### src/verilog/timer0_defs.svh
`ifndef TIMER0_DEFS_SVH
`define TIMER0_DEFS_SVH

`define CNT_BOTTOM     8'h00
`define CNT_MAX        8'hFF
`define CS_STOP        3'h0
`define CS_DIRECT      3'h1
`define CS_DIV8        3'h2
`define CS_DIV64       3'h3
`define CS_DIV256      3'h4
`define CS_DIV1024     3'h5
`define CS_EXT_FALL    3'h6
`define CS_EXT_RISE    3'h7
`define PRESC_WIDTH    10
`define FLAG_OVF       0
`define FLAG_MATCH_A   1
`define FLAG_MATCH_B   2
`define FLAGS_RESET    3'h0
`define MODE_NORMAL    2'h0
`define MODE_CTC       2'h1
`define MODE_FAST_PWM  2'h2
`define MODE_PWM_TOP_A 2'h3

`endif

### src/verilog/timer0_pkg.sv
package timer0_pkg;
	typedef logic [7:0] count_t;
	typedef logic [2:0] flags_t;
	typedef enum logic [1:0] {
		mode_normal,
		mode_ctc,
		mode_fast_pwm,
		mode_pwm_top_a
	} wave_mode_t;
endpackage

### src/verilog/ext_edge_detect.sv
`timescale 1ns/10ps
module ext_edge_detect (
	input  wire logic mclk_i,
	input  wire logic rst_n,
	input  wire logic pin_i,
	output logic      rise_o,
	output logic      fall_o
);
	typedef struct packed {
		logic sampled;
		logic last;
		logic [1:0] filled;
	} edge_state_t;

	edge_state_t state;
	edge_state_t next_state;

	always_comb begin
		next_state = state;
		next_state.sampled = pin_i;
		next_state.last = state.sampled;
		next_state.filled = {state.filled[0], 1'b1};
	end

	always_ff @(posedge mclk_i or negedge rst_n) begin
		if (!rst_n)
			state <= '0;
		else
			state <= next_state;
	end

	// No edges until both stages hold real samples: a pin high at reset is no rise
	assign rise_o = state.filled[1] & state.sampled & ~state.last;
	assign fall_o = state.filled[1] & ~state.sampled & state.last;
endmodule

### src/verilog/timer0_counter.sv
// Behaviour
// - Counter and both compare values are 8-bit.
// - Two compare units drive waveform outputs, PWM.
// - Compare both units against counter every cycle.
// - Match sets that unit's compare flag.
// - Overflow, match A, match B interrupt sources.
// - Shared flag register, individually masked requests.
// - Count prescaled internal clock or external pin.
// - Clock select picks source and edge.
// - No source selected means no counting.
// - Select 1 counts at system clock rate.
// - Prescaler taps divide by 8/64/256/1024.
// - Prescaler free running, unaffected by select.
// - Zero is the bottom of the range.
// - 255 is the maximum of the range.
// - Top is 255 or compare A by mode.
// - Compare values double-buffered in PWM modes.
// - Select 0 stops; counter still writable.
// - Select 7 rising, 6 falling external edges.
// - First prescaled count after 1 to N clocks.
`timescale 1ns/10ps
`include "timer0_defs.svh"
module timer0_counter
	import timer0_pkg::*;
(
	input  wire logic       mclk_i,
	input  wire logic       rst_n_i,
	input  wire logic [2:0] clock_select_i,
	input  wire logic [1:0] wave_mode_i,
	input  wire logic       ext_count_pin_i,
	input  wire logic       count_we_i,
	input  wire logic [7:0] count_wdata_i,
	input  wire logic       cmp_a_we_i,
	input  wire logic [7:0] cmp_a_wdata_i,
	input  wire logic       cmp_b_we_i,
	input  wire logic [7:0] cmp_b_wdata_i,
	input  wire logic [2:0] flags_clear_i,
	input  wire logic [2:0] timer_irq_mask_i,
	output logic      [7:0] count_value_o,
	output logic      [7:0] compare_value_a_o,
	output logic      [7:0] compare_value_b_o,
	output logic      [2:0] timer_irq_flags_o,
	output logic      [2:0] irq_request_o,
	output logic            timer_tick_o,
	output logic            wave_out_a_o,
	output logic            wave_out_b_o
);
	typedef struct packed {
		count_t     count;
		count_t     cmp_a;
		count_t     cmp_b;
		count_t     buf_a;
		count_t     buf_b;
		flags_t     flags;
		flags_t     irq;
		logic       block_match;
		logic       tick;
		logic       wave_a;
		logic       wave_b;
	} timer_state_t;

	timer_state_t state;
	timer_state_t next_state;
	logic         rst_n;
	logic [3:0]   taps;
	logic         ext_rise;
	logic         ext_fall;
	logic         tick;
	logic         is_pwm;
	count_t       top;
	logic         at_top;
	logic         match_a;
	logic         match_b;

	// Reset synchroniser runs in its own process: async clear, sync release
	logic [1:0] rst_pipe;
	always_ff @(posedge mclk_i or negedge rst_n_i) begin
		if (!rst_n_i)
			rst_pipe <= 2'h0;
		else
			rst_pipe <= {rst_pipe[0], 1'b1};
	end
	assign rst_n = rst_pipe[1];

	timer_prescaler u_prescaler (
		.mclk_i (mclk_i),
		.rst_n  (rst_n),
		.tap_o  (taps)
	);

	ext_edge_detect u_edge (
		.mclk_i (mclk_i),
		.rst_n  (rst_n),
		.pin_i  (ext_count_pin_i),
		.rise_o (ext_rise),
		.fall_o (ext_fall)
	);

	function automatic logic select_tick(input logic [2:0] cs, input logic [3:0] tp,
					     input logic rise, input logic fall);
		case (cs)
			`CS_STOP:     select_tick = 1'b0;
			`CS_DIRECT:   select_tick = 1'b1;
			`CS_DIV8:     select_tick = tp[0];
			`CS_DIV64:    select_tick = tp[1];
			`CS_DIV256:   select_tick = tp[2];
			`CS_DIV1024:  select_tick = tp[3];
			`CS_EXT_FALL: select_tick = fall;
			default:      select_tick = rise;
		endcase
	endfunction

	assign tick    = select_tick(clock_select_i, taps, ext_rise, ext_fall);
	assign is_pwm  = wave_mode_i[1];
	// Top follows compare A only in the CTC and top-A PWM modes
	assign top     = (wave_mode_i == `MODE_CTC || wave_mode_i == `MODE_PWM_TOP_A) ?
			 state.cmp_a : `CNT_MAX;
	assign at_top  = (state.count == top);
	assign match_a = (state.count == state.cmp_a);
	assign match_b = (state.count == state.cmp_b);

	always_comb begin
		next_state = state;
		next_state.tick = tick;

		// Flags: clear first so a same-cycle set wins
		next_state.flags = state.flags & ~flags_clear_i;

		if (tick) begin
			next_state.block_match = 1'b0;
			if (!state.block_match) begin
				if (match_a)
					next_state.flags[`FLAG_MATCH_A] = 1'b1;
				if (match_b)
					next_state.flags[`FLAG_MATCH_B] = 1'b1;
			end
			if (at_top) begin
				next_state.count = `CNT_BOTTOM;
				if (top == `CNT_MAX || wave_mode_i != `MODE_CTC)
					next_state.flags[`FLAG_OVF] = 1'b1;
				if (is_pwm) begin
					next_state.cmp_a = state.buf_a;
					next_state.cmp_b = state.buf_b;
				end
			end else begin
				next_state.count = state.count + 8'h01;
			end
		end

		// Waveform: toggle on match outside PWM, set/clear against compare in PWM
		if (is_pwm) begin
			next_state.wave_a = (state.count < state.cmp_a);
			next_state.wave_b = (state.count < state.cmp_b);
		end else if (tick && !state.block_match) begin
			next_state.wave_a = state.wave_a ^ match_a;
			next_state.wave_b = state.wave_b ^ match_b;
		end

		// Software write wins over counting and blocks the next match
		if (count_we_i) begin
			next_state.count = count_wdata_i;
			next_state.block_match = 1'b1;
		end

		// Outside PWM the compare value is written straight through
		if (cmp_a_we_i) begin
			next_state.buf_a = cmp_a_wdata_i;
			if (!is_pwm)
				next_state.cmp_a = cmp_a_wdata_i;
		end
		if (cmp_b_we_i) begin
			next_state.buf_b = cmp_b_wdata_i;
			if (!is_pwm)
				next_state.cmp_b = cmp_b_wdata_i;
		end

		next_state.irq = next_state.flags & timer_irq_mask_i;
	end

	always_ff @(posedge mclk_i or negedge rst_n) begin
		if (!rst_n)
			state <= '0;
		else
			state <= next_state;
	end

	assign count_value_o     = state.count;
	assign compare_value_a_o = state.buf_a;
	assign compare_value_b_o = state.cmp_b;
	assign timer_irq_flags_o = state.flags;
	assign irq_request_o     = state.irq;
	assign timer_tick_o      = state.tick;
	assign wave_out_a_o      = state.wave_a;
	assign wave_out_b_o      = state.wave_b;
endmodule

### src/verilog/timer_prescaler.sv
`timescale 1ns/10ps
`include "timer0_defs.svh"
module timer_prescaler #(
	parameter int WIDTH = `PRESC_WIDTH
) (
	input  wire logic       mclk_i,
	input  wire logic       rst_n,
	output logic      [3:0] tap_o
);
	typedef struct packed {
		logic [WIDTH-1:0] count;
	} presc_state_t;

	presc_state_t state;
	presc_state_t next_state;

	if (WIDTH < 10)
		$error("prescaler needs at least 10 bits for the /1024 tap");

	// Free running: clock select never touches this counter
	always_comb begin
		next_state = state;
		next_state.count = state.count + 1'b1;
	end

	always_ff @(posedge mclk_i or negedge rst_n) begin
		if (!rst_n)
			state <= '0;
		else
			state <= next_state;
	end

	// One-cycle enables on the wrap of each tap, hence 1..N latency after select
	assign tap_o[0] = &state.count[2:0];
	assign tap_o[1] = &state.count[5:0];
	assign tap_o[2] = &state.count[7:0];
	assign tap_o[3] = &state.count[9:0];
endmodule
### config.mk
export PLATFORM = sky130hd
export DESIGN_NAME = timer0_counter
export DESIGN_NICKNAME = d
export VERILOG_FILES = /design/src/verilog/timer0_pkg.sv /design/src/verilog/ext_edge_detect.sv /design/src/verilog/timer0_counter.sv /design/src/verilog/timer_prescaler.sv
export VERILOG_INCLUDE_DIRS = /design/src /design/src/verilog
export SDC_FILE = /design/constraint.sdc
export NUM_CORES = 1
export LEC_CHECK = 0
export ABC_CLOCK_PERIOD_IN_PS = 2700
export BUFFER_PORTS_ARGS = -buffer_cell sky130_fd_sc_hd__buf_2
export CORE_ASPECT_RATIO = 0.7
export CORE_MARGIN = 5
export CORE_UTILIZATION = 45
export DETAILED_ROUTE_END_ITERATION = 7
export GPL_TIMING_DRIVEN = 0
export HOLD_SLACK_MARGIN = 0.06
export PLACE_DENSITY = 0.67
export RECOVER_POWER = 25
export SLEW_MARGIN = 20
export SYNTH_ARGS = -nofsm -noshare
export SYNTH_HDL_FRONTEND = slang
export SYNTH_SLANG_ARGS = --single-unit
### constraint.sdc
create_clock -name mclk_i -period 2.7 [get_ports mclk_i]
set_input_delay 0.135 -clock mclk_i [delete_from_list [all_inputs] [get_ports mclk_i]]
set_output_delay 0.135 -clock mclk_i [all_outputs]
set_load 0.02 [all_outputs]
==> run summary <==
Endpoint type of the worst setup path - register
Placed Cells - 557
Clock latency on the worst-skew pair - 0.33 ns
# Max-Cap Violations - 0
CTS Buf Count - 9
Final WS setup - 0.216 ns
Clk slew on worst S/H paths - 0.05 ns
WHS - 0.0710 ns
Die height - 87.4 um
Grt ovf - 0
HP Class - in -> reg
Avg WL per Cell - 15.9 um
Final Util - 58.3%
Rows - 28
Post-synth EDFFs - 0
CTS Root Cell - clkbuf_16
Register area - 1650 um2
Vias/cell - 5.38
Drc violations - 0
IO Count - 74
Slew headroom - 12.5%
Starting Density - 45.8%
Routed met1 length - 4.59 mm
Drt pass-1 iters - 4
Drt total wl - 9.51 mm
Hold_sp - count_wdata_i[2]
Slew Limit Fails - 0
FFs w/ async S/R, synth - 100%
Design Power - 3.02 mW
Die area - 10500 um2
Post-Syn Instances - 380
PwrDens - 616 nW/um2
Highest routed layer - met4
Worst Tran Pin Value - 1.31 ns
FF-to-FF Start - count_value_o[0]$_DFFE_PN0P_
FILL cells - 753
Post-route ant nets - 0
Vias in the first global route - 3245
GPL Wtd Cong - 0.832
Crit path required time - 2.96 ns
Crit start category - register
Final setup viols - 0
Vias - 3222
Min Tclk post-route - 2.48 ns
CTS tree - done
Largest net degree at the start of global routing - 56
Setup TNS - 0 ns
Kind of critical path - reg -> reg
Layout net count - 550
Area growth from synthesis to layout - 27.4%
DPL Wire Length - 6.79 mm
Fin crit share - 92.0%
Routed wl met2 - 4.15 mm
CTS Sinks - 66
Syn Area/Cell - 10.1 um2
Worst R2R Path Depth - 9
Routed wl met3 - 609 um
Arrival time worst endpoint - 2.74 ns
Non-filler instance count after layout - 599
Reg-to-Reg End - state[38]$_DFF_PN0_
Clock skew - 0.00673 ns
FF+latch count, synth - 66
Layout cells sized above 1 - 31.2%
Highest clock rate - 403 MHz
DR iter-0 viols - 234
Setup bufs post-CTS - 0
Die X - 121 um
H-tree levels - 3
CTS Buffer Depth - 2
Post-route cell area - 4910 um2
Area of the core - 8410 um2
Hold path depth - 2
Setup WS pre-CTS - 0.272 ns
Critical Path Fanout Max - 10
Placed inst area - 4370 um2
First-pass GRT wire length - 16.0 mm
Flop2flop setup slack - 0.22 ns
Main synth FF type - dfrtp_1
VDD IR max - 0.416 mV
Distinct cells, synth - 55
RSZ-0062 raised after global routing - false
Initial antenna violation count - 0
Post-synthesis cell area - 3850 um2
Status - finished clean
P_leak - 2.35 nW
PortBufs - 70
Ys Warns - 0
WHS Endpoint - count_value_o[2]$_DFFE_PN0P_
Ant. Diodes - 0
Post-synthesis sequential area ratio - 42.9%
Area of the multi-input gates - 1800 um2
Final Hold Viols - 0
GRT Resource Usage Total - 19.3%
==> cells by family after synthesis <==
kind of cell	after synthesis	share of synthesized area [%]
simple gates	140	20.4
buf+inv	69	10.5
flops	66	42.9
compound gates	58	12.7
fa+ha+maj	19	6.17
mux	16	4.68
xor+xnor	11	2.50
other cells	1	0.0974
==> cell usage after synthesis (all sizes together) (2+ instances only) <==
cell type / number / share of area, %
or4: 3 / 0.58
or3: 11 / 1.8
o41ai: 3 / 0.88
mux2: 16 / 4.7
nand2: 35 / 3.5
o21ai: 6 / 0.78
o311a: 2 / 0.52
buf: 35 / 7.2
nand4: 5 / 0.81
inv: 27 / 2.6
and2: 5 / 0.81
o211ai: 8 / 2.1
ha: 19 / 6.2
nor3b: 3 / 0.58
xor2: 4 / 0.91
or3b: 3 / 0.68
a21oi: 5 / 0.65
o22ai: 2 / 0.32
nor2: 12 / 1.2
and4: 3 / 0.68
and3: 5 / 0.81
a221o: 8 / 2.1
nor2b: 8 / 1.3
nand3b: 5 / 0.98
clkbuf: 7 / 0.68
xnor2: 7 / 1.6
a2111oi: 3 / 0.68
nor4: 2 / 0.32
nand3: 35 / 5.3
o21bai: 3 / 0.68
a32o: 4 / 1.1
a21o: 4 / 0.78
a211oi: 4 / 0.78
dfrtp: 66 / 43
nand2b: 2 / 0.32
==> layout make-up <==
type | instances | share of cell area, %
Buffer | 42 | 6.20
Clock inverter | 3 | 0.816
Tap cell | 105 | 2.68
Timing Repair Buffer | 98 | 12.7
Clock buffer | 12 | 5.23
Inverter | 27 | 2.07
Sequential cell | 66 | 33.7
Multi-Input combinational cell | 246 | 36.6
==> per-layer routing <==
| layer | up-vias | global-route usage (%) |
|---|---|---|
| met2 | 101 | 29.2 |
| met1 | 1549 | 26.5 |
| met4 | 0 | 6.48 |
| met5 | - | 0 |
| met3 | 17 | 5.71 |
| li1 | 1555 | - |
==> placed cells by master, fill, tap and decap left out, types with 4 or more instances in the layout <==
| cell type | n |
|---|---|
| a211oi_1 | 4 |
| a21o_1 | 4 |
| a21oi_1 | 5 |
| a221o_1 | 8 |
| and2_1 | 5 |
| and3_1 | 5 |
| buf_2 | 71 |
| buf_4 | 30 |
| clkbuf_1 | 9 |
| clkbuf_16 | 9 |
| dfrtp_1 | 66 |
| dlygate4sd3_1 | 27 |
| ha_1 | 19 |
| inv_1 | 25 |
| mux2_2 | 16 |
| nand2_1 | 33 |
| nand3_1 | 29 |
| nand3_2 | 6 |
| nand3b_1 | 5 |
| nand4_1 | 5 |
| nor2_1 | 12 |
| nor2b_1 | 8 |
| o211ai_1 | 4 |
| o211ai_2 | 4 |
| o21ai_0 | 6 |
| or3_1 | 11 |
| xnor2_1 | 7 |
| xor2_1 | 4 |
==> what timing repair did <==
item | 4_1_cts | 5_1_grt
gates resized for setup | 0 | 0
endpoints found under the hold margin | 42 | 0
hold buffers | 27 | 0
setup endpoints to repair | 0 | 0
==> sequential cells by signal, summed over array words and instances (netlist names) <==
| register | flops |
|---|---|
| state | 17 |
| u_prescaler.state | 10 |
| compare_value_a_o | 8 |
| compare_value_b_o | 8 |
| count_value_o | 8 |
| irq_request_o | 3 |
| timer_irq_flags_o | 3 |
| rst_pipe | 2 |
| u_edge.next_state | 2 |
| u_edge.state | 2 |
| timer_tick_o | 1 |
| wave_out_a_o | 1 |
| wave_out_b_o | 1 |
==> critical path, stage by stage, from the launching register on <==
cell and delay, ns:
dfrtp_1 0.37, clkbuf_1 0.35, xor2_1 0.10, or4_1 0.41, a32o_2 0.33, and4bb_4 0.36
buf_6 0.15, buf_6 0.15, nand3_1 0.08, nand3_1 0.10
==> power by group <==
part / internal [mW] / switching [mW] / total, mW
clock: 0.756 / 0.404 / 1.16
sequential: 1.08 / 0.124 / 1.20
combinational: 0.320 / 0.343 / 0.663
==> how the worst max path moves through the flow <==
| stage | startpoint | to | slack (ns) |
|---|---|---|---|
| 5_1_grt | count_value_o[0]$_DFFE_PN0P_ | compare_value_b_o[7]$_DFF_PN0_ | 0.09 |
| 3_5_place_dp | count_value_o[0]$_DFFE_PN0P_ | state[38]$_DFF_PN0_ | 0.27 |
| 4_1_cts | count_value_o[0]$_DFFE_PN0P_ | state[38]$_DFF_PN0_ | 0.24 |
| 6_report | count_value_o[0]$_DFFE_PN0P_ | state[38]$_DFF_PN0_ | 0.22 |
| 3_3_place_gp | rst_pipe[1]$_DFF_PN0_ | irq_request_o[0]$_DFF_PN0_ | -0.06 |
| 2_1_floorplan | count_value_o[2]$_DFFE_PN0P_ | state[39]$_DFF_PN0_ | 0.54 |
Note: power is estimated with default switching activity, not from simulation.
